## src/hw/sarseq_defines.svh

```systemverilog
`ifndef SARSEQ_DEFINES_SVH
`define SARSEQ_DEFINES_SVH
// register byte offsets
`define SARSEQ_OFS_MODE 12'h000
`define SARSEQ_OFS_CHAN 12'h004
`define SARSEQ_OFS_WORD 12'h008
`define SARSEQ_OFS_BYTE 12'h00c
`define SARSEQ_OFS_STAT 12'h010
`define SARSEQ_OFS_PCFG 12'h014
// mode register fields
`define SARSEQ_MODE_CE_BIT 0
`define SARSEQ_MODE_TSEL_LO 1
`define SARSEQ_MODE_TSEL_HI 6
`define SARSEQ_MODE_RUN_BIT 7
// channel field
`define SARSEQ_CHAN_HI 2
// reset values
`define SARSEQ_MODE_RST 8'h00
`define SARSEQ_CHAN_RST 3'h0
`define SARSEQ_WORD_RST 16'h0000
`define SARSEQ_BYTE_RST 8'h00
`define SARSEQ_PCFG_RST 8'h08
// timing: sample phase base and per-bit base cycles, extended by time select
`define SARSEQ_SAMPLE_BASE 8'h04
`define SARSEQ_BIT_BASE 8'h02
`define SARSEQ_RESULT_SHIFT 6
`define SARSEQ_NBITS 4'h9
// axi responses
`define SARSEQ_RESP_OKAY 2'h0
`define SARSEQ_RESP_SLVERR 2'h2
`endif

```

## src/hw/sarseq_pkg.sv

```systemverilog
package sarseq_pkg;
    typedef enum logic [1:0] {
        SARSEQ_IDLE,
        SARSEQ_SAMPLE,
        SARSEQ_CONVERT
    } sarseq_state_t;

    // analog front-end controls bundled
    typedef struct packed {
        logic comparator_enable;
        logic sample_en;
        logic hold_en;
        logic [2:0] channel_field;
        logic [9:0] tap_code;
    } sarseq_afe_t;
endpackage : sarseq_pkg

```

## src/hw/sarseq_top.sv

```systemverilog
`timescale 1ns/1ps
`include "sarseq_defines.svh"
// How it works
// RL1 - mode bit 0 powers the comparator on or off.
// RL2 - mode bits 6 to 1 set the conversion duration.
// RL3 - mode bit 7 starts conversion of the selected channel.
// RL4 - sample for a fixed interval, then hold until conversion ends.
// RL5 - after hold, set approximation bit 9 and select half-reference tap.
// RL6 - msb stays 1 if input at least the tap, else cleared.
// RL7 - bit 8 trial uses quarter taps; stays 1 if input at least tap.
// RL8 - trial and compare repeats down to bit 0.
// RL9 - after ten bits, latch result and raise done request together.
// RL10 - while run stays 1, next conversion starts right after completion.
// RL11 - channel write aborts conversion; restarts from sampling if running.
// RL12 - clearing run stops at once; result keeps previous value.
// RL13 - reset clears word and byte result registers to zero.
// RL14 - word result is the 10-bit value shifted left by six.
// RL15 - byte result holds an 8-bit form of each result.
// RL16 - channel field bits 2 to 0 choose the converted input.
// RL17 - only single-channel select mode exists.
// RL18 - software waits 1 us from comparator enable to run.
// RL19 - without prior enable, software discards first result.
// RL20 - software configures pin as analog input before starting.
// RL21 - channel write to next done equals configured conversion time.
// RL22 - control write at conversion end wins; no update, no request.
// RL23 - channel write does not clear a pending done flag.
// RL24 - clearing run returns sequencer to idle for fresh sampling.
module sarseq_top (
    input wire logic clk,
    input wire logic srst,
    // register bus
    input wire logic [11:0] s_axi_awaddr,
    input wire logic s_axi_awvalid,
    output logic s_axi_awready,
    input wire logic [31:0] s_axi_wdata,
    input wire logic [3:0] s_axi_wstrb,
    input wire logic s_axi_wvalid,
    output logic s_axi_wready,
    output logic [1:0] s_axi_bresp,
    output logic s_axi_bvalid,
    input wire logic s_axi_bready,
    input wire logic [11:0] s_axi_araddr,
    input wire logic s_axi_arvalid,
    output logic s_axi_arready,
    output logic [31:0] s_axi_rdata,
    output logic [1:0] s_axi_rresp,
    output logic s_axi_rvalid,
    input wire logic s_axi_rready,
    // analog front end
    input wire logic comparator_out,
    output sarseq_pkg::sarseq_afe_t afe_q,
    output logic conversion_done_irq
);
    // ==========================================================
    // helpers
    // ==========================================================
    // per-bit period grows with time select so longer settings give slower conversions
    function automatic logic [7:0] bit_period(input logic [5:0] tsel);
        bit_period = `SARSEQ_BIT_BASE + {2'h0, tsel};
    endfunction : bit_period

    // sampling grows twice as fast so slow settings still settle the hold capacitor
    function automatic logic [7:0] sample_period(input logic [5:0] tsel);
        sample_period = `SARSEQ_SAMPLE_BASE + {1'h0, tsel, 1'h0};
    endfunction : sample_period

    // time select field pulled out once so every reload uses the same bits
    function automatic logic [5:0] tsel_of(input logic [7:0] mode);
        tsel_of = mode[`SARSEQ_MODE_TSEL_HI:`SARSEQ_MODE_TSEL_LO];
    endfunction : tsel_of

    // ==========================================================
    // register bus
    // ==========================================================
    // software visible state
    logic [7:0] mode_q, mode_d;
    logic [2:0] chan_q, chan_d;
    logic [7:0] pcfg_q, pcfg_d;
    logic [15:0] word_q, word_d;
    logic [7:0] byte_q, byte_d;
    logic flag_q, flag_d;

    // write channel holding registers
    logic [11:0] awaddr_q, awaddr_d;
    logic aw_have_q, aw_have_d;
    logic [31:0] wdata_q, wdata_d;
    logic [3:0] wstrb_q, wstrb_d;
    logic w_have_q, w_have_d;
    logic bvalid_q, bvalid_d;
    logic [1:0] bresp_q, bresp_d;

    // read channel registers
    logic rvalid_q, rvalid_d;
    logic [1:0] rresp_q, rresp_d;
    logic [31:0] rdata_q, rdata_d;
    logic awready_q, wready_q, arready_q;

    // decoded write strobes, one per writable register (word and byte have none)
    logic wr_fire;
    logic mode_wr, chan_wr, pcfg_wr, stat_wr;

    // sequencer results seen by the register side
    logic conv_done;
    logic busy_q;
    logic [9:0] sar_q, sar_d;

    assign wr_fire = aw_have_q && w_have_q && !bvalid_q;
    assign mode_wr = wr_fire && awaddr_q == `SARSEQ_OFS_MODE && wstrb_q[0];
    assign chan_wr = wr_fire && awaddr_q == `SARSEQ_OFS_CHAN && wstrb_q[0];
    assign pcfg_wr = wr_fire && awaddr_q == `SARSEQ_OFS_PCFG && wstrb_q[0];
    assign stat_wr = wr_fire && awaddr_q == `SARSEQ_OFS_STAT && wstrb_q[0];

    // address and data captured independently, write performed once both held
    // the next write waits until the previous response has retired
    always_comb begin
        awaddr_d = awaddr_q;
        aw_have_d = aw_have_q;
        wdata_d = wdata_q;
        wstrb_d = wstrb_q;
        w_have_d = w_have_q;
        bvalid_d = bvalid_q;
        bresp_d = bresp_q;
        // address taken whenever its holding slot is empty
        if (s_axi_awvalid && awready_q) begin
            awaddr_d = s_axi_awaddr;
            aw_have_d = 1'b1;
        end
        // data taken on its own, in either order
        if (s_axi_wvalid && wready_q) begin
            wdata_d = s_axi_wdata;
            wstrb_d = s_axi_wstrb;
            w_have_d = 1'b1;
        end
        // both halves held: write and answer
        if (wr_fire) begin
            aw_have_d = 1'b0;
            w_have_d = 1'b0;
            bvalid_d = 1'b1;
            case (awaddr_q)
                `SARSEQ_OFS_MODE, `SARSEQ_OFS_CHAN, `SARSEQ_OFS_STAT, `SARSEQ_OFS_PCFG,
                `SARSEQ_OFS_WORD, `SARSEQ_OFS_BYTE: bresp_d = `SARSEQ_RESP_OKAY;
                default: bresp_d = `SARSEQ_RESP_SLVERR;
            endcase
        end
        // response retires on its handshake
        if (bvalid_q && s_axi_bready) begin
            bvalid_d = 1'b0;
        end
    end

    // control registers; flag set wins over software clear
    always_comb begin
        mode_d = mode_q;
        chan_d = chan_q;
        pcfg_d = pcfg_q;
        flag_d = flag_q;
        // mode bits act from the next cycle
        if (mode_wr) begin
            mode_d = wdata_q[7:0]; // RL1 RL2 RL3
        end
        // channel change reaches the front end together with the restart
        if (chan_wr) begin
            chan_d = wdata_q[`SARSEQ_CHAN_HI:0]; // RL16 RL17
        end
        // pin setup stored only; the pins themselves live outside this block
        if (pcfg_wr) begin
            pcfg_d = wdata_q[7:0];
        end
        // write one clears; a done in the same cycle wins below
        if (stat_wr && wdata_q[0]) begin
            flag_d = 1'b0; // RL23
        end
        if (conv_done) begin
            flag_d = 1'b1;
        end
    end

    // read side: one read at a time, answer one cycle after address taken
    // arready stays low while the answer stands, so reads cannot overlap
    always_comb begin
        rvalid_d = rvalid_q;
        rresp_d = rresp_q;
        rdata_d = rdata_q;
        if (s_axi_arvalid && arready_q) begin
            rvalid_d = 1'b1;
            rresp_d = `SARSEQ_RESP_OKAY;
            // decoded straight from the bus address, registered with rvalid
            case (s_axi_araddr)
                `SARSEQ_OFS_MODE: rdata_d = {24'h00_0000, mode_q};
                `SARSEQ_OFS_CHAN: rdata_d = {29'h0000_0000, chan_q};
                `SARSEQ_OFS_WORD: rdata_d = {16'h0000, word_q};
                `SARSEQ_OFS_BYTE: rdata_d = {24'h00_0000, byte_q};
                `SARSEQ_OFS_STAT: rdata_d = {20'h0_0000, sar_q, busy_q, flag_q};
                `SARSEQ_OFS_PCFG: rdata_d = {24'h00_0000, pcfg_q};
                default: begin
                    rdata_d = 32'h0000_0000;
                    rresp_d = `SARSEQ_RESP_SLVERR;
                end
            endcase
        end else if (rvalid_q && s_axi_rready) begin
            rvalid_d = 1'b0;
        end
    end

    // ==========================================================
    // conversion sequencer
    // ==========================================================
    sarseq_pkg::sarseq_state_t state_q, state_d;
    logic [7:0] cnt_q, cnt_d; // cycles left in the current phase
    logic [3:0] bit_q, bit_d; // trial bit under test
    logic ctrl_wr;
    logic run_d;
    logic [5:0] tsel_now, tsel_next;

    // any write that reshapes a conversion counts as a control write
    assign ctrl_wr = mode_wr || chan_wr || pcfg_wr;
    // run as it stands after this cycle, so a stop write acts at once
    assign run_d = mode_d[`SARSEQ_MODE_RUN_BIT];
    assign busy_q = state_q != sarseq_pkg::SARSEQ_IDLE;

    // reloads use the held setting; a restart uses the value being written
    assign tsel_now = tsel_of(mode_q);
    assign tsel_next = tsel_of(mode_d);

    // a control write in the final compare cycle suppresses the result,
    // so software never sees a value taken under a half changed setup
    assign conv_done = state_q == sarseq_pkg::SARSEQ_CONVERT && bit_q == 4'h0
        && cnt_q == 8'h00 && !ctrl_wr; // RL9 RL22

    // phases count down to zero, so each lasts its loaded value plus one;
    // the comparator is sampled only in the last cycle of a bit, which
    // gives the tap and the held level the whole bit time to settle
    always_comb begin
        state_d = state_q;
        cnt_d = cnt_q;
        bit_d = bit_q;
        sar_d = sar_q;
        word_d = word_q;
        byte_d = byte_q;
        unique case (state_q)
            sarseq_pkg::SARSEQ_IDLE: begin
                // comparator power is separate; idle only waits for run
                if (mode_q[`SARSEQ_MODE_RUN_BIT]) begin
                    state_d = sarseq_pkg::SARSEQ_SAMPLE; // RL3
                    cnt_d = sample_period(tsel_now);
                end
            end
            sarseq_pkg::SARSEQ_SAMPLE: begin
                // sampling over: hold starts with the msb as first trial
                if (cnt_q == 8'h00) begin
                    state_d = sarseq_pkg::SARSEQ_CONVERT; // RL4
                    bit_d = `SARSEQ_NBITS;
                    sar_d = 10'h200; // RL5
                    cnt_d = bit_period(tsel_now); // RL2
                end else begin
                    cnt_d = cnt_q - 8'h01;
                end
            end
            sarseq_pkg::SARSEQ_CONVERT: begin
                if (cnt_q != 8'h00) begin
                    cnt_d = cnt_q - 8'h01;
                end else begin
                    // resolve current trial bit from comparator
                    sar_d[bit_q] = comparator_out; // RL6 RL7
                    if (bit_q == 4'h0) begin
                        // last bit resolved: results take the finished value
                        if (conv_done) begin
                            word_d = {sar_d, 6'h00}; // RL9 RL14
                            byte_d = sar_d[9:2]; // RL15
                        end
                        state_d = sarseq_pkg::SARSEQ_SAMPLE; // RL10
                        cnt_d = sample_period(tsel_now);
                    end else begin
                        // next lower bit becomes the trial and the tap follows it
                        bit_d = bit_q - 4'h1; // RL8
                        sar_d[bit_q - 4'h1] = 1'b1; // RL7
                        cnt_d = bit_period(tsel_now);
                    end
                end
            end
        endcase
        // a channel write restarts from sampling so the next done is one full conversion
        if (chan_wr && run_d) begin
            state_d = sarseq_pkg::SARSEQ_SAMPLE; // RL11 RL21
            cnt_d = sample_period(tsel_next);
        end
        // clearing run overrides all of the above; the half done value is lost,
        // so the result registers keep the last completed conversion
        if (!run_d) begin
            state_d = sarseq_pkg::SARSEQ_IDLE; // RL12 RL24
            cnt_d = 8'h00;
        end
    end

    // ==========================================================
    // registers
    // ==========================================================
    always_ff @(posedge clk) begin
        if (srst) begin
            // software registers
            mode_q <= `SARSEQ_MODE_RST;
            chan_q <= `SARSEQ_CHAN_RST;
            pcfg_q <= `SARSEQ_PCFG_RST;
            word_q <= `SARSEQ_WORD_RST; // RL13
            byte_q <= `SARSEQ_BYTE_RST; // RL13
            flag_q <= 1'b0;
            // bus handshake state
            awaddr_q <= 12'h000;
            aw_have_q <= 1'b0;
            wdata_q <= 32'h0000_0000;
            wstrb_q <= 4'h0;
            w_have_q <= 1'b0;
            bvalid_q <= 1'b0;
            bresp_q <= 2'h0;
            rvalid_q <= 1'b0;
            rresp_q <= 2'h0;
            rdata_q <= 32'h0000_0000;
            awready_q <= 1'b0;
            wready_q <= 1'b0;
            arready_q <= 1'b0;
            // sequencer
            state_q <= sarseq_pkg::SARSEQ_IDLE;
            cnt_q <= 8'h00;
            bit_q <= 4'h0;
            sar_q <= 10'h000;
            // front end quiet and comparator off until software asks
            afe_q <= '0;
            conversion_done_irq <= 1'b0;
        end else begin
            // software registers
            mode_q <= mode_d;
            chan_q <= chan_d;
            pcfg_q <= pcfg_d;
            word_q <= word_d;
            byte_q <= byte_d;
            flag_q <= flag_d;
            // bus handshake state
            awaddr_q <= awaddr_d;
            aw_have_q <= aw_have_d;
            wdata_q <= wdata_d;
            wstrb_q <= wstrb_d;
            w_have_q <= w_have_d;
            bvalid_q <= bvalid_d;
            bresp_q <= bresp_d;
            rvalid_q <= rvalid_d;
            rresp_q <= rresp_d;
            rdata_q <= rdata_d;
            awready_q <= !aw_have_d;
            wready_q <= !w_have_d;
            arready_q <= !rvalid_d;
            // sequencer
            state_q <= state_d;
            cnt_q <= cnt_d;
            bit_q <= bit_d;
            sar_q <= sar_d;
            // analog controls registered so the front end sees clean levels
            afe_q.comparator_enable <= mode_d[`SARSEQ_MODE_CE_BIT]; // RL1
            afe_q.sample_en <= state_d == sarseq_pkg::SARSEQ_SAMPLE; // RL4
            afe_q.hold_en <= state_d == sarseq_pkg::SARSEQ_CONVERT; // RL4
            afe_q.channel_field <= chan_d; // RL16
            afe_q.tap_code <= sar_d; // RL5 RL7
            conversion_done_irq <= conv_done; // RL9
        end
    end

    // bus outputs straight from their flops
    assign s_axi_awready = awready_q;
    assign s_axi_wready = wready_q;
    assign s_axi_bvalid = bvalid_q;
    assign s_axi_bresp = bresp_q;
    assign s_axi_arready = arready_q;
    assign s_axi_rvalid = rvalid_q;
    assign s_axi_rresp = rresp_q;
    assign s_axi_rdata = rdata_q;
endmodule : sarseq_top

```

## config.mk

```make
export PLATFORM = sky130hd
export DESIGN_NAME = sarseq_top
export DESIGN_NICKNAME = d
export VERILOG_FILES = /design/src/hw/sarseq_pkg.sv /design/src/hw/sarseq_top.sv
export VERILOG_INCLUDE_DIRS = /design/src /design/src/hw
export SDC_FILE = /design/constraint.sdc
export NUM_CORES = 1
export LEC_CHECK = 0
export ABC_AREA = 0
export BUFFER_PORTS_ARGS = -buffer_cell sky130_fd_sc_hd__buf_2
export CAP_MARGIN = 20
export CORE_UTILIZATION = 54
export CTS_CLUSTER_DIAMETER = 200
export DETAILED_ROUTE_END_ITERATION = 10
export PLACE_DENSITY_LB_ADDON = 0.1
export SLEW_MARGIN = 20
export SYNTH_ARGS = -nofsm -noshare
export SYNTH_HDL_FRONTEND = slang
export SYNTH_SLANG_ARGS = --single-unit
```

## constraint.sdc

```tcl
create_clock -name clk -period 3.1 [get_ports clk]
set_input_delay 0.31 -clock clk [delete_from_list [all_inputs] [get_ports clk]]
set_output_delay 0.31 -clock clk [all_outputs]
set_load 0.01 [all_outputs]
```

Word-level counts from Yosys, hierarchy flattened:

Cells that the tools add are included.

* register bits after elaboration: 130
* output and inout bits: 58

* add/subtract/negate cells: 5
* $lt $le $gt $ge: 4
* equal/unequal tests: 18
* muxes and demuxes: 38
* bitwise gates (word level): 3
* reduce and logical (&&, ||, !) cells: 45

Operators by type and width (count)
* 16-bit one-hot mux with 6 select lines: 1
* 12-bit by 4-bit equality test with 1-bit output, second input constant: 4
* 12-bit by 5-bit equality test with 1-bit output, second input constant: 4
* 8-bit 2-to-1 mux: 6
* 10-bit 2-to-1 mux: 3
* 12-bit by 3-bit equality test with 1-bit output, second input constant: 2
* 12-bit zero test: 2
* 8-bit one-hot mux with 3 select lines: 1
* 1-bit logical AND: 22
* 10-bit one-hot mux with 2 select lines: 1
* 3-bit by 7-bit adder with 8-bit output, first input constant: 2
* 2-bit 2-to-1 mux: 8
* 4-bit 2-to-1 mux: 3
* 6-bit OR reduction: 2
* 10-bit bitwise mux: 1
* 4-bit by 5-bit < comparator with 1-bit output, second input constant: 2
* 1-bit 2-to-1 mux: 10
* 10-bit bitwise OR: 1
* 1-bit demux with 4-bit select: 2
* 4-bit by 1-bit greater-or-equal comparator with 1-bit output, second input constant: 2
* 8-bit zero test: 1
* 4-bit one-hot mux with 2 select lines: 1
* 4-bit AND reduction: 2
* 8-bit nonzero test: 1
* 16 further kinds: 29

Longest topological paths before layout:

Gate-level depths: netlist of the first run.

* word-level depth: 9
* depth in mapped cells: 11
* mapped depth without buffers: 8

Worst setup path after synthesis of the first run:

OpenSTA, ideal clock, no wires.

* path kind: register to register
* from: register bit_q[0]
* to: register cnt_q[1]
* arrival time: 2142 ps
* path slack: 880 ps
* stages on the path, launching flop included: 12
* period minus slack after synthesis: 2220 ps
* cell sequence: dfxtp_1 clkbuf_1 inv_1 ha_1 buf_2 or3b_2 buf_2 nor3_1 or4_1 o311ai_1 a22oi_1 nor3_1

* longest elaborated chain between the ends: 5

RTL lines
* start, declared: RTL line sarseq_top.sv:210 `logic [3:0] bit_q, bit_d;`
* start signal, assigned: RTL line sarseq_top.sv:354 `bit_q <= bit_d;`
* 4-bit zero test: RTL line sarseq_top.sv:265 `if (bit_q == 4'h0) begin`
* 8-bit 2-to-1 mux: RTL line sarseq_top.sv:265
* 8-bit 2-to-1 mux: RTL line sarseq_top.sv:260 `if (cnt_q != 8'h00) begin`
* 8-bit one-hot mux with 3 select lines: RTL line sarseq_top.sv:240 `unique case (state_q)`
* 8-bit 2-to-1 mux: RTL line sarseq_top.sv:283 `if (chan_wr && run_d) begin`
* end signal, assigned: RTL line sarseq_top.sv:353 `cnt_q <= cnt_d;`
* end, declared: RTL line sarseq_top.sv:209 `logic [7:0] cnt_q, cnt_d;`

No other way between the ends.
A chain may end at the register's enable or synchronous reset.

Worst setup path in the final report of the first run:

* from: register bit_q[0]
* to: register byte_q[4]

* longest elaborated chain between the ends: 5
* elaborated cells between the ends (all ways): 11
* classes of those cells: 2 x order compare; 3 x mux; 6 x reduce/logical

RTL lines
* 4-bit by 5-bit < comparator with 1-bit output (implied by the code), or another cell as far along: RTL line sarseq_top.sv:264 `sar_d[bit_q] = comparator_out;`
* 1-bit logical AND, on equally long branches: RTL line sarseq_top.sv:264, sarseq_top.sv:227
* 1-bit 2-to-1 mux (implied by the code) / 1-bit logical AND (equally long branches): RTL line sarseq_top.sv:264, sarseq_top.sv:228
* 1-bit demux with 4-bit select / 1-bit logical AND (equally long branches): RTL line sarseq_top.sv:264, sarseq_top.sv:228
* 10-bit bitwise mux / 4-bit AND reduction (equally long branches)
* end signal, assigned: RTL line sarseq_top.sv:305 `` byte_q <= `SARSEQ_BYTE_RST; ``
* end signal, assigned: RTL line sarseq_top.sv:335 `byte_q <= byte_d;`
* end, declared: RTL line sarseq_top.sv:80 `logic [7:0] byte_q, byte_d;`

Parallel ways exist; a longest one is shown, timed or not.

==> results of run 1 <==
[flip-flops by register name, summed over array words and instances, names as in the netlist, 2 cells and up]
register,cells
sar_q,10
awaddr_q,12
word_q,2
chan_q,3
mode_q,8
state_q,2
wdata_q,8
cnt_q,8
bit_q,4
afe_q,2
s_axi_rdata,16
pcfg_q,8
byte_q,8
[logic make-up after synthesis]
family,count (synthesis)
other,1
xor gates and xnor gates,9
muxes,28
buffers and inverters,66
AOI/OAI and AO/OA,151
adders and majority gates,12
DFF,103
and+or+nand+nor,288
[area by class of cell]
cell class / instances / share of cell area, %
clock buffer: 9 / 2.07
clock inverter: 7 / 1.70
inverter: 9 / 0.565
multi-input combinational: 506 / 51.3
sequential: 103 / 34.5
tap: 133 / 2.79
timing repair buffer: 81 / 7.04
[critical path, delay by kind of cell, from the launching register on]
kind | cells | cell delay, ps
buffers and inverters | 1 | 160
flip-flops | 1 | 440
AND/OR/NAND/NOR | 3 | 870
adder cells (fa/ha/maj) | 1 | 350
AO/OA/AOI/OAI | 2 | 760
[per-layer routing]
| metal | track usage (%) | vias to the layer above | wire length, um |
|---|---|---|---|
| met5 | 0 | - | 0 |
| met4 | 7.91 | 0 | 142 |
| met3 | 6.63 | 12 | 654 |
| met2 | 43.9 | 124 | 6200 |
| met1 | 34.5 | 2198 | 5850 |
| li1 | - | 2372 | - |
[power by group]
group / leakage [uW] / switching, uW / total (uW) / internal (uW)
Clock: 0.000112 / 502 / 966 / 464
Sequential: 0.000833 / 20.7 / 1360 / 1340
Combinational: 0.00144 / 94.8 / 149 / 53.8
[placed cells by master, fill, tap and decap left out, drive strengths merged, types with 11 or more instances in the layout]
cell	synthesis	routed
conb	1	18
mux2i	25	25
nor3	16	16
nand3	13	13
ha	12	12
inv	9	12
buf	28	81
nand2	120	120
nor2	73	73
o21ai	16	16
a21oi	55	55
dfxtp	103	103
a22oi	22	22
nand2b	11	11
a211oi	15	15
[per-stage QoR]
step	instance area, um^2	total power (uW)	util, %	instances	hold WS (ps)
2_1_floorplan	5460	1510	-	675	445
3_3_place_gp	5750	1540	59.1	832	454
3_5_place_dp	5750	1540	59.1	832	465
4_1_cts	5970	2500	61.4	848	124
5_1_grt	5970	2570	61.4	848	132
6_report	5970	2480	61.4	848	143
[worst max-delay path by stage]
stage,to,cells past startpoint
floorplan,cnt_q[1],11
global placement,word_q[6],7
detailed placement,word_q[6],7
CTS,byte_q[4],7
global route,word_q[6],7
finish,byte_q[4],7
==> flow_metrics.tcl, run 1 <==
set metrics [dict create \
    cp_slowest_cell "or3b_2" \
    hold_violations 0 \
    crit_type "reg -> reg" \
    cp.required_ps 3420 \
    slew_viol_final 0 \
    status "finished, final reports clean" \
    diodes 0 \
    synth-adder-area-share_pct 2.78 \
    grt_max_degree 53 \
    finalNetCount 790 \
    drtIter0Drc 330 \
    min_path_type "in -> reg" \
    synth-xor-area-share_pct 1.46 \
    setup_viol 0 \
    synth_edf_count 0 \
    yosysSeqAreaShare_pct 38.2 \
    vdd_drop_max_mv 0.567 \
    cp.arrival_ps 2980 \
    yosysMostFrequentCell "nand2_1" \
    core.rowCount 36 \
    tns_ps 0 \
    cp_max_fo 21 \
    r2r_slack_ps 440 \
    max_freq_mhz 375 \
    syn_inst 658 \
    cts_hold_buf 0 \
    worst_slack_ps 436 \
    syn_avg_cell_area_um2 8.21 \
    r2r_cells 7 \
    critPathCaptureType "flip-flop" \
    cts_buffers 9 \
    via_count 4706 \
    power_density_nw_per_um2 415 \
    grt_setup_unrepaired "no" \
    grt_antenna_before_repair 0 \
    areaGrowthSynthToFinish_pct 10.6 \
    vias_per_cell 5.55 \
    ios 126 \
    muxShareOfSynthArea_pct 5.33 \
    die_x_um 102 \
    cts-root-buf "clkbuf_8" \
    regArea_um2 2060 \
    path_cells "inv_1, ha_1, or3b_2, nor2_2, o311a_2, nor2_1, a211oi_2" \
    whs_endpoint "wdata_q[0]" \
    start_util_pct 55.5 \
    synth_area_leaders "dfxtp_1 38%, nand2_1 8.3%, nor2_1 4.9%" \
    r2r_start "bit_q[0]" \
    drc_errors 0 \
    drv_cap 0 \
    multi_input_area_um2 3070 \
    synth_simple_gate_area_share_pct 26.4 \
    ys_warn_count 0 \
    max_slew_margin_pct 42.1 \
    die_h_um 102 \
    grt_pass1_vias 4484 \
    place_ws_ps 488 \
    wl_per_cell_um 15.1 \
    grt_pass1_wl_um 21400 \
    htreeDepth 3 \
    clk_pin_slew_ps 100 \
    clk-insertion-delay-late_ps 390 \
    fin_crit_ps 2660 \
    synth-main-ff-cell "dfxtp_1" \
    hpwl_um 9470 \
    hold_start "s_axi_wdata[0]" \
    synth_top_area_cell "dfxtp_1" \
    cts_resized 0 \
    hold_depth 3 \
    cts_tree "built" \
    setup.worst_path.start "bit_q[0]" \
    dr.pass1.iters 5 \
    tightest_slew_ps 847 \
    async_flop_share_pct 0 \
    ys_top_cells_by_count "119 x nand2_1, 103 x dfxtp_1, 71 x nor2_1" \
    clockBufferDepth 2 \
    drive_gt1_share_pct 18.7 \
    fillCellCount 959 \
    p_leak_uw 0.00239 \
    fin_skew_ps 8.35 \
    port_buffers 80 \
    drtAntennaViolNets 0 \
    r2r-end "byte_q[4]" \
    dieArea_um2 10400 \
    synthDistinctLibCells 71 \
    post_cts_buffers 0 \
    core_area_um2 9730 \
    worstSetupStartpointType "flip-flop" \
    globalRouteOverflowTotal 0 \
    synth.top_cell.area_share_pct 38.2 \
    crit_path_max_incr_delay_ps 610 \
    synth_seq_cells 103 \
    synth_compound_gate_area_share_pct 19.6 \
    netlist_area_um2 5400 \
    routed_wl_um 12800 \
    gp_congestion 0.851 \
    period_share_pct 85.9 \
    synth_top_family_by_area "simple AND/OR/NAND/NOR gates" \
    clock-sinks 103 \
    track_usage_pct 26.7 \
]
Power figures use the tool's default switching activity.
==> run 2, diff against run 1 <==
--- a/config.mk
+++ b/config.mk
@@ -9,11 +9,10 @@
 export ABC_AREA = 0
 export BUFFER_PORTS_ARGS = -buffer_cell sky130_fd_sc_hd__buf_2
 export CAP_MARGIN = 20
-export CORE_UTILIZATION = 54
+export CORE_UTILIZATION = 25
 export CTS_CLUSTER_DIAMETER = 200
 export DETAILED_ROUTE_END_ITERATION = 10
 export PLACE_DENSITY_LB_ADDON = 0.1
-export SLEW_MARGIN = 20
 export SYNTH_ARGS = -nofsm -noshare
 export SYNTH_HDL_FRONTEND = slang
 export SYNTH_SLANG_ARGS = --single-unit
==> run 2 against run 1 <==
Compared with the run above:
- design area grew 4.7%
- clock power grew 16%
- worst hold slack gained 45 ps
- combinational power is essentially flat
- critical path type unchanged
- highest routed layer unchanged
==> flow_metrics.tcl, run 2 (same netlist as run 1, synthesis figures left out) <==
set metrics [dict create \
    status "finished, final reports clean" \
    via_count 4745 \
    r2r_slack_ps 590 \
    cp_max_fo 18 \
    clock-sinks 103 \
    ios 126 \
    worst_slack_ps 586 \
    r2r-end "byte_q[4]" \
    drtAntennaViolNets 0 \
    setup_viol 0 \
    crit_buf_inv 2 \
    clockBufferDepth 2 \
    layout_commonest_cell "nand2_1" \
    track_usage_pct 14.4 \
    grt_pass1_vias 4480 \
    largest_reg_flops 16 \
    cts_tree "built" \
    whs_endpoint "awaddr_q[1]" \
    dpl_cell_area_um2 5970 \
    hold_start "s_axi_awaddr[1]" \
    gp_congestion 0.838 \
    post_cts_buffers 0 \
    cts_buffers 9 \
    drtIter0Drc 204 \
    fin_crit_ps 2510 \
    fillCellCount 2308 \
    grt_max_degree 37 \
    r2r_start "cnt_q[1]" \
    met3WireLength_um 824 \
    vdd_drop_max_mv 0.226 \
    cp.arrival_ps 2730 \
    vias_per_cell 4.76 \
    min_path_type "in -> reg" \
    mostFrequentLayoutCells "119 x nand2_1, 103 x dfxtp_1, 80 x buf_2, 71 x nor2_1, 53 x a21oi_1" \
    slew_viol_final 0 \
    r2r_cells 8 \
    wl_met2_um 7130 \
    max_slew_margin_pct 45.8 \
    tightest_slew_ps 793 \
    top_layer "met4" \
    crit_path_max_incr_delay_ps 510 \
    diodes 0 \
    place_ws_ps 629 \
    start_util_pct 25.6 \
    cp_slowest_cell "o311a_2" \
    dp_cells 982 \
    clk_pin_slew_ps 70 \
    htreeDepth 3 \
    finalNetCount 798 \
    fin_skew_ps 7.44 \
    grt_setup_unrepaired "no" \
    core_area_um2 21100 \
    cp_top_family "simple AND/OR/NAND/NOR gates" \
    drc_errors 0 \
    worstSetupStartpointType "flip-flop" \
    power_density_nw_per_um2 423 \
    path_cells "inv_1, ha_1, nor3b_1, nand2_2, nor2_2, o311a_2, buf_4, a211oi_2" \
    wl_per_cell_um 15.7 \
    routed_wl_um 15600 \
    period_share_pct 81.1 \
    die_h_um 149 \
    final_area_um2 6250 \
    max_freq_mhz 398 \
    p_leak_uw 0.00245 \
    drv_cap 0 \
    stdcell_count 997 \
    grt_antenna_before_repair 0 \
    clk-insertion-delay-late_ps 350 \
    crit_type "reg -> reg" \
    hold_depth 3 \
    cts-root-buf "clkbuf_16" \
    regArea_um2 2060 \
    tns_ps 0 \
    grt_pass1_wl_um 24800 \
    wl_met1_um 7460 \
    dieArea_um2 22200 \
    cts_resized 0 \
    hpwl_um 11800 \
    dr.pass1.iters 4 \
    core.rowCount 53 \
    cts_hold_buf 0 \
    hold_violations 0 \
    drive_gt1_share_pct 19.4 \
    critPathCaptureType "flip-flop" \
    areaGrowthSynthToFinish_pct 15.8 \
    multi_input_area_um2 3070 \
    port_buffers 80 \
    die_x_um 149 \
    cp.required_ps 3320 \
    globalRouteOverflowTotal 0 \
]
==> run 2: how the worst max path moves through the flow <==
| stage | depth (start not counted) | slack (ps) | to | startpoint |
|---|---|---|---|---|
| 4_1_cts | 9 | 600 | flag_q | cnt_q[1] |
| 6_report | 8 | 590 | byte_q[4] | cnt_q[1] |
| 5_1_grt | 8 | 370 | word_q[6] | cnt_q[1] |
| 3_5_place_dp | 8 | 630 | byte_q[4] | cnt_q[1] |
| 3_3_place_gp | 9 | 690 | flag_q | cnt_q[1] |
| 2_1_floorplan | 11 | 880 | cnt_q[1] | bit_q[0] |
==> run 2: metrics by stage <==
stage          total power, uW  utilization [%]  hold WS (ps)
2_1_floorplan             1510                -           445
3_3_place_gp              1550             28.3           455
3_5_place_dp              1550             28.3           455
4_1_cts                   2690             29.7           173
5_1_grt                   2760             29.7           173
6_report                  2640             29.7           189
==> run 2: final cells by class <==
class,count,share of cell area [%]
Multi-Input combinational cell,506,49.0
Sequential cell,103,33.0
Timing Repair Buffer,89,7.48
Tap cell,275,5.50
Clock buffer,11,3.88
Clock inverter,4,0.600
Inverter,9,0.540
==> run 2: tightest hold or removal path: stages <==
cell and delay (ps):
buf_2 100, nand2_1 40, a21oi_1 50
==> run 2: report_power, final <==
| part | internal [uW] | switching [uW] | total [uW] |
|---|---|---|---|
| Combinational | 52.7 | 99.8 | 152 |
| Sequential | 1340 | 22.7 | 1370 |
| Clock | 579 | 546 | 1120 |
| Total | 1980 | 668 | 2640 |
==> run 2: per-layer routing <==
metal	track usage, %	vias to the layer above
li1	-	2377
met3	3.03	11
met4	3.83	0
met1	20.0	2220
met2	22.6	137
met5	0	-
==> run 3, diff against run 2 <==
==> constraint.sdc (replaced) <==
create_clock -name clk -period 2.5 [get_ports clk]
set_input_delay 0.25 -clock clk [delete_from_list [all_inputs] [get_ports clk]]
set_output_delay 0.25 -clock clk [all_outputs]
set_load 0.01 [all_outputs]
==> run 3 against run 2 <==
Compared with the run above:
- first-iteration DRC count rose by 5.9%
- non-clock buffer count rose by 13
- final cell count rose by 1.4%
- count of clock-buffer cells in the layout did not move
- critical path type unchanged
- largest cell class unchanged
- highest routed layer unchanged
==> flow_metrics.tcl, run 3 (same netlist as run 1, synthesis figures left out) <==
set metrics [dict create \
    dp_cells 995 \
    p_leak_uw 0.00253 \
    post_cts_buffers 0 \
    worst_slack_ps 381 \
    tightest_slew_ps 771 \
    finalNetCount 811 \
    core_area_um2 21100 \
    slew_viol_final 0 \
    hold_violations 0 \
    drive_gt1_share_pct 21.2 \
    worstSetupStartpointType "flip-flop" \
    largest_reg_flops 16 \
    clk-insertion-delay-late_ps 360 \
    drc_errors 0 \
    cts_buffers 9 \
    track_usage_pct 14.4 \
    core.rowCount 53 \
    clockBufferDepth 2 \
    drv_cap 0 \
    via_count 4782 \
    crit_type "reg -> reg" \
    place_ws_ps 247 \
    wl_per_cell_um 15.5 \
    cts_resized 0 \
    grt_antenna_before_repair 0 \
    cp.arrival_ps 2380 \
    ios 126 \
    drtAntennaViolNets 0 \
    max_slew_margin_pct 47.2 \
    gp_congestion 0.829 \
    fin_crit_ps 2120 \
    drtIter0Drc 216 \
    clk_pin_slew_ps 80 \
    min_path_type "in -> reg" \
    grt_pass1_vias 4539 \
    die_x_um 149 \
    fin_skew_ps 6.83 \
    start_util_pct 25.6 \
    hpwl_um 11900 \
    cts-root-buf "clkbuf_16" \
    routed_wl_um 15700 \
    cp_max_fo 21 \
    vdd_drop_max_mv 0.320 \
    grt_max_degree 38 \
    dr.pass1.iters 4 \
    status "finished, final reports clean" \
    diodes 0 \
    cts_tree "built" \
    areaGrowthSynthToFinish_pct 18.3 \
    critPathCaptureType "flip-flop" \
    max_freq_mhz 472 \
    clock-sinks 103 \
    port_buffers 80 \
    grt_setup_unrepaired "no" \
    grt_pass1_wl_um 24700 \
    cp.required_ps 2760 \
    mostFrequentLayoutCells "119 x nand2_1, 103 x dfxtp_1, 80 x buf_2, 71 x nor2_1, 53 x a21oi_1" \
    r2r_slack_ps 380 \
    stdcell_count 1011 \
    period_share_pct 84.7 \
    cts_hold_buf 0 \
    die_h_um 149 \
    dieArea_um2 22200 \
    layout_commonest_cell "nand2_1" \
    tns_ps 0 \
    vias_per_cell 4.73 \
    power_density_nw_per_um2 520 \
    globalRouteOverflowTotal 0 \
    finalHoldWorstSlack_ps 128 \
    htreeDepth 3 \
    setup_viol 0 \
]
[run 3: changes by cell type in the layout (fill, tap and decap cells not counted), sizes merged]
cell    previous run  this run
clkinv             0         1
buf               89       102
[run 3: per-layer routing]
metal  share of wire (%)  GRT usage, %  vias up  routed length, um
met4                 1.2          4.08        0                182
met5                   0             0        -                  0
met1                  50          19.9     2235               7780
li1                    -             -     2420                  -
met3                 4.5          2.94        9                705
met2                  45          22.6      118               6990
[run 3: where the power goes]
part           total (uW)  internal (uW)  switching [uW]  leakage, uW
clock network        1440            751             686     0.000149
logic                 191           67.7             123      0.00155
registers            1690           1670            27.8     0.000833
[run 3: final timing paths]
kind	end	depth (start not counted)	from
worst min-delay path	awaddr_q[6]	3	s_axi_awaddr[6]
worst max-delay path	word_q[6]	9	cnt_q[1]
worst min register to register	s_axi_rdata[2]	2	s_axi_rdata[2]
worst max register to register	word_q[6]	9	cnt_q[1]
[run 3: worst max-delay path, cell delays in order, from the launching register on]
cell	delay (ps)
dfxtp_1	340
inv_1	110
ha_1	170
nor3b_2	280
nand2_2	200
nor2_2	220
o311a_2	230
buf_12	170
nor2_1	50
a311oi_1	240
[run 3: layout make-up]
| class | count | area (um^2) |
|---|---|---|
| sequential | 103 | 2060 |
| inverter | 9 | 33.8 |
| timing repair buffer | 102 | 578 |
| clock inverter | 5 | 46.3 |
| tap | 275 | 344 |
| fill | 2285 | 14700 |
| multi-input combinational | 506 | 3070 |
| clock buffer | 11 | 253 |
[run 3: per-stage QoR]
step / instance area [um^2] / util [%] / total power, uW
CTS: 6380 / 30.3 / 3390
finish: 6390 / 30.3 / 3320
global route: 6390 / 30.3 / 3480
floorplan: 5460 / - / 1870
global placement: 6080 / 28.9 / 1920
detailed placement: 6080 / 28.9 / 1920
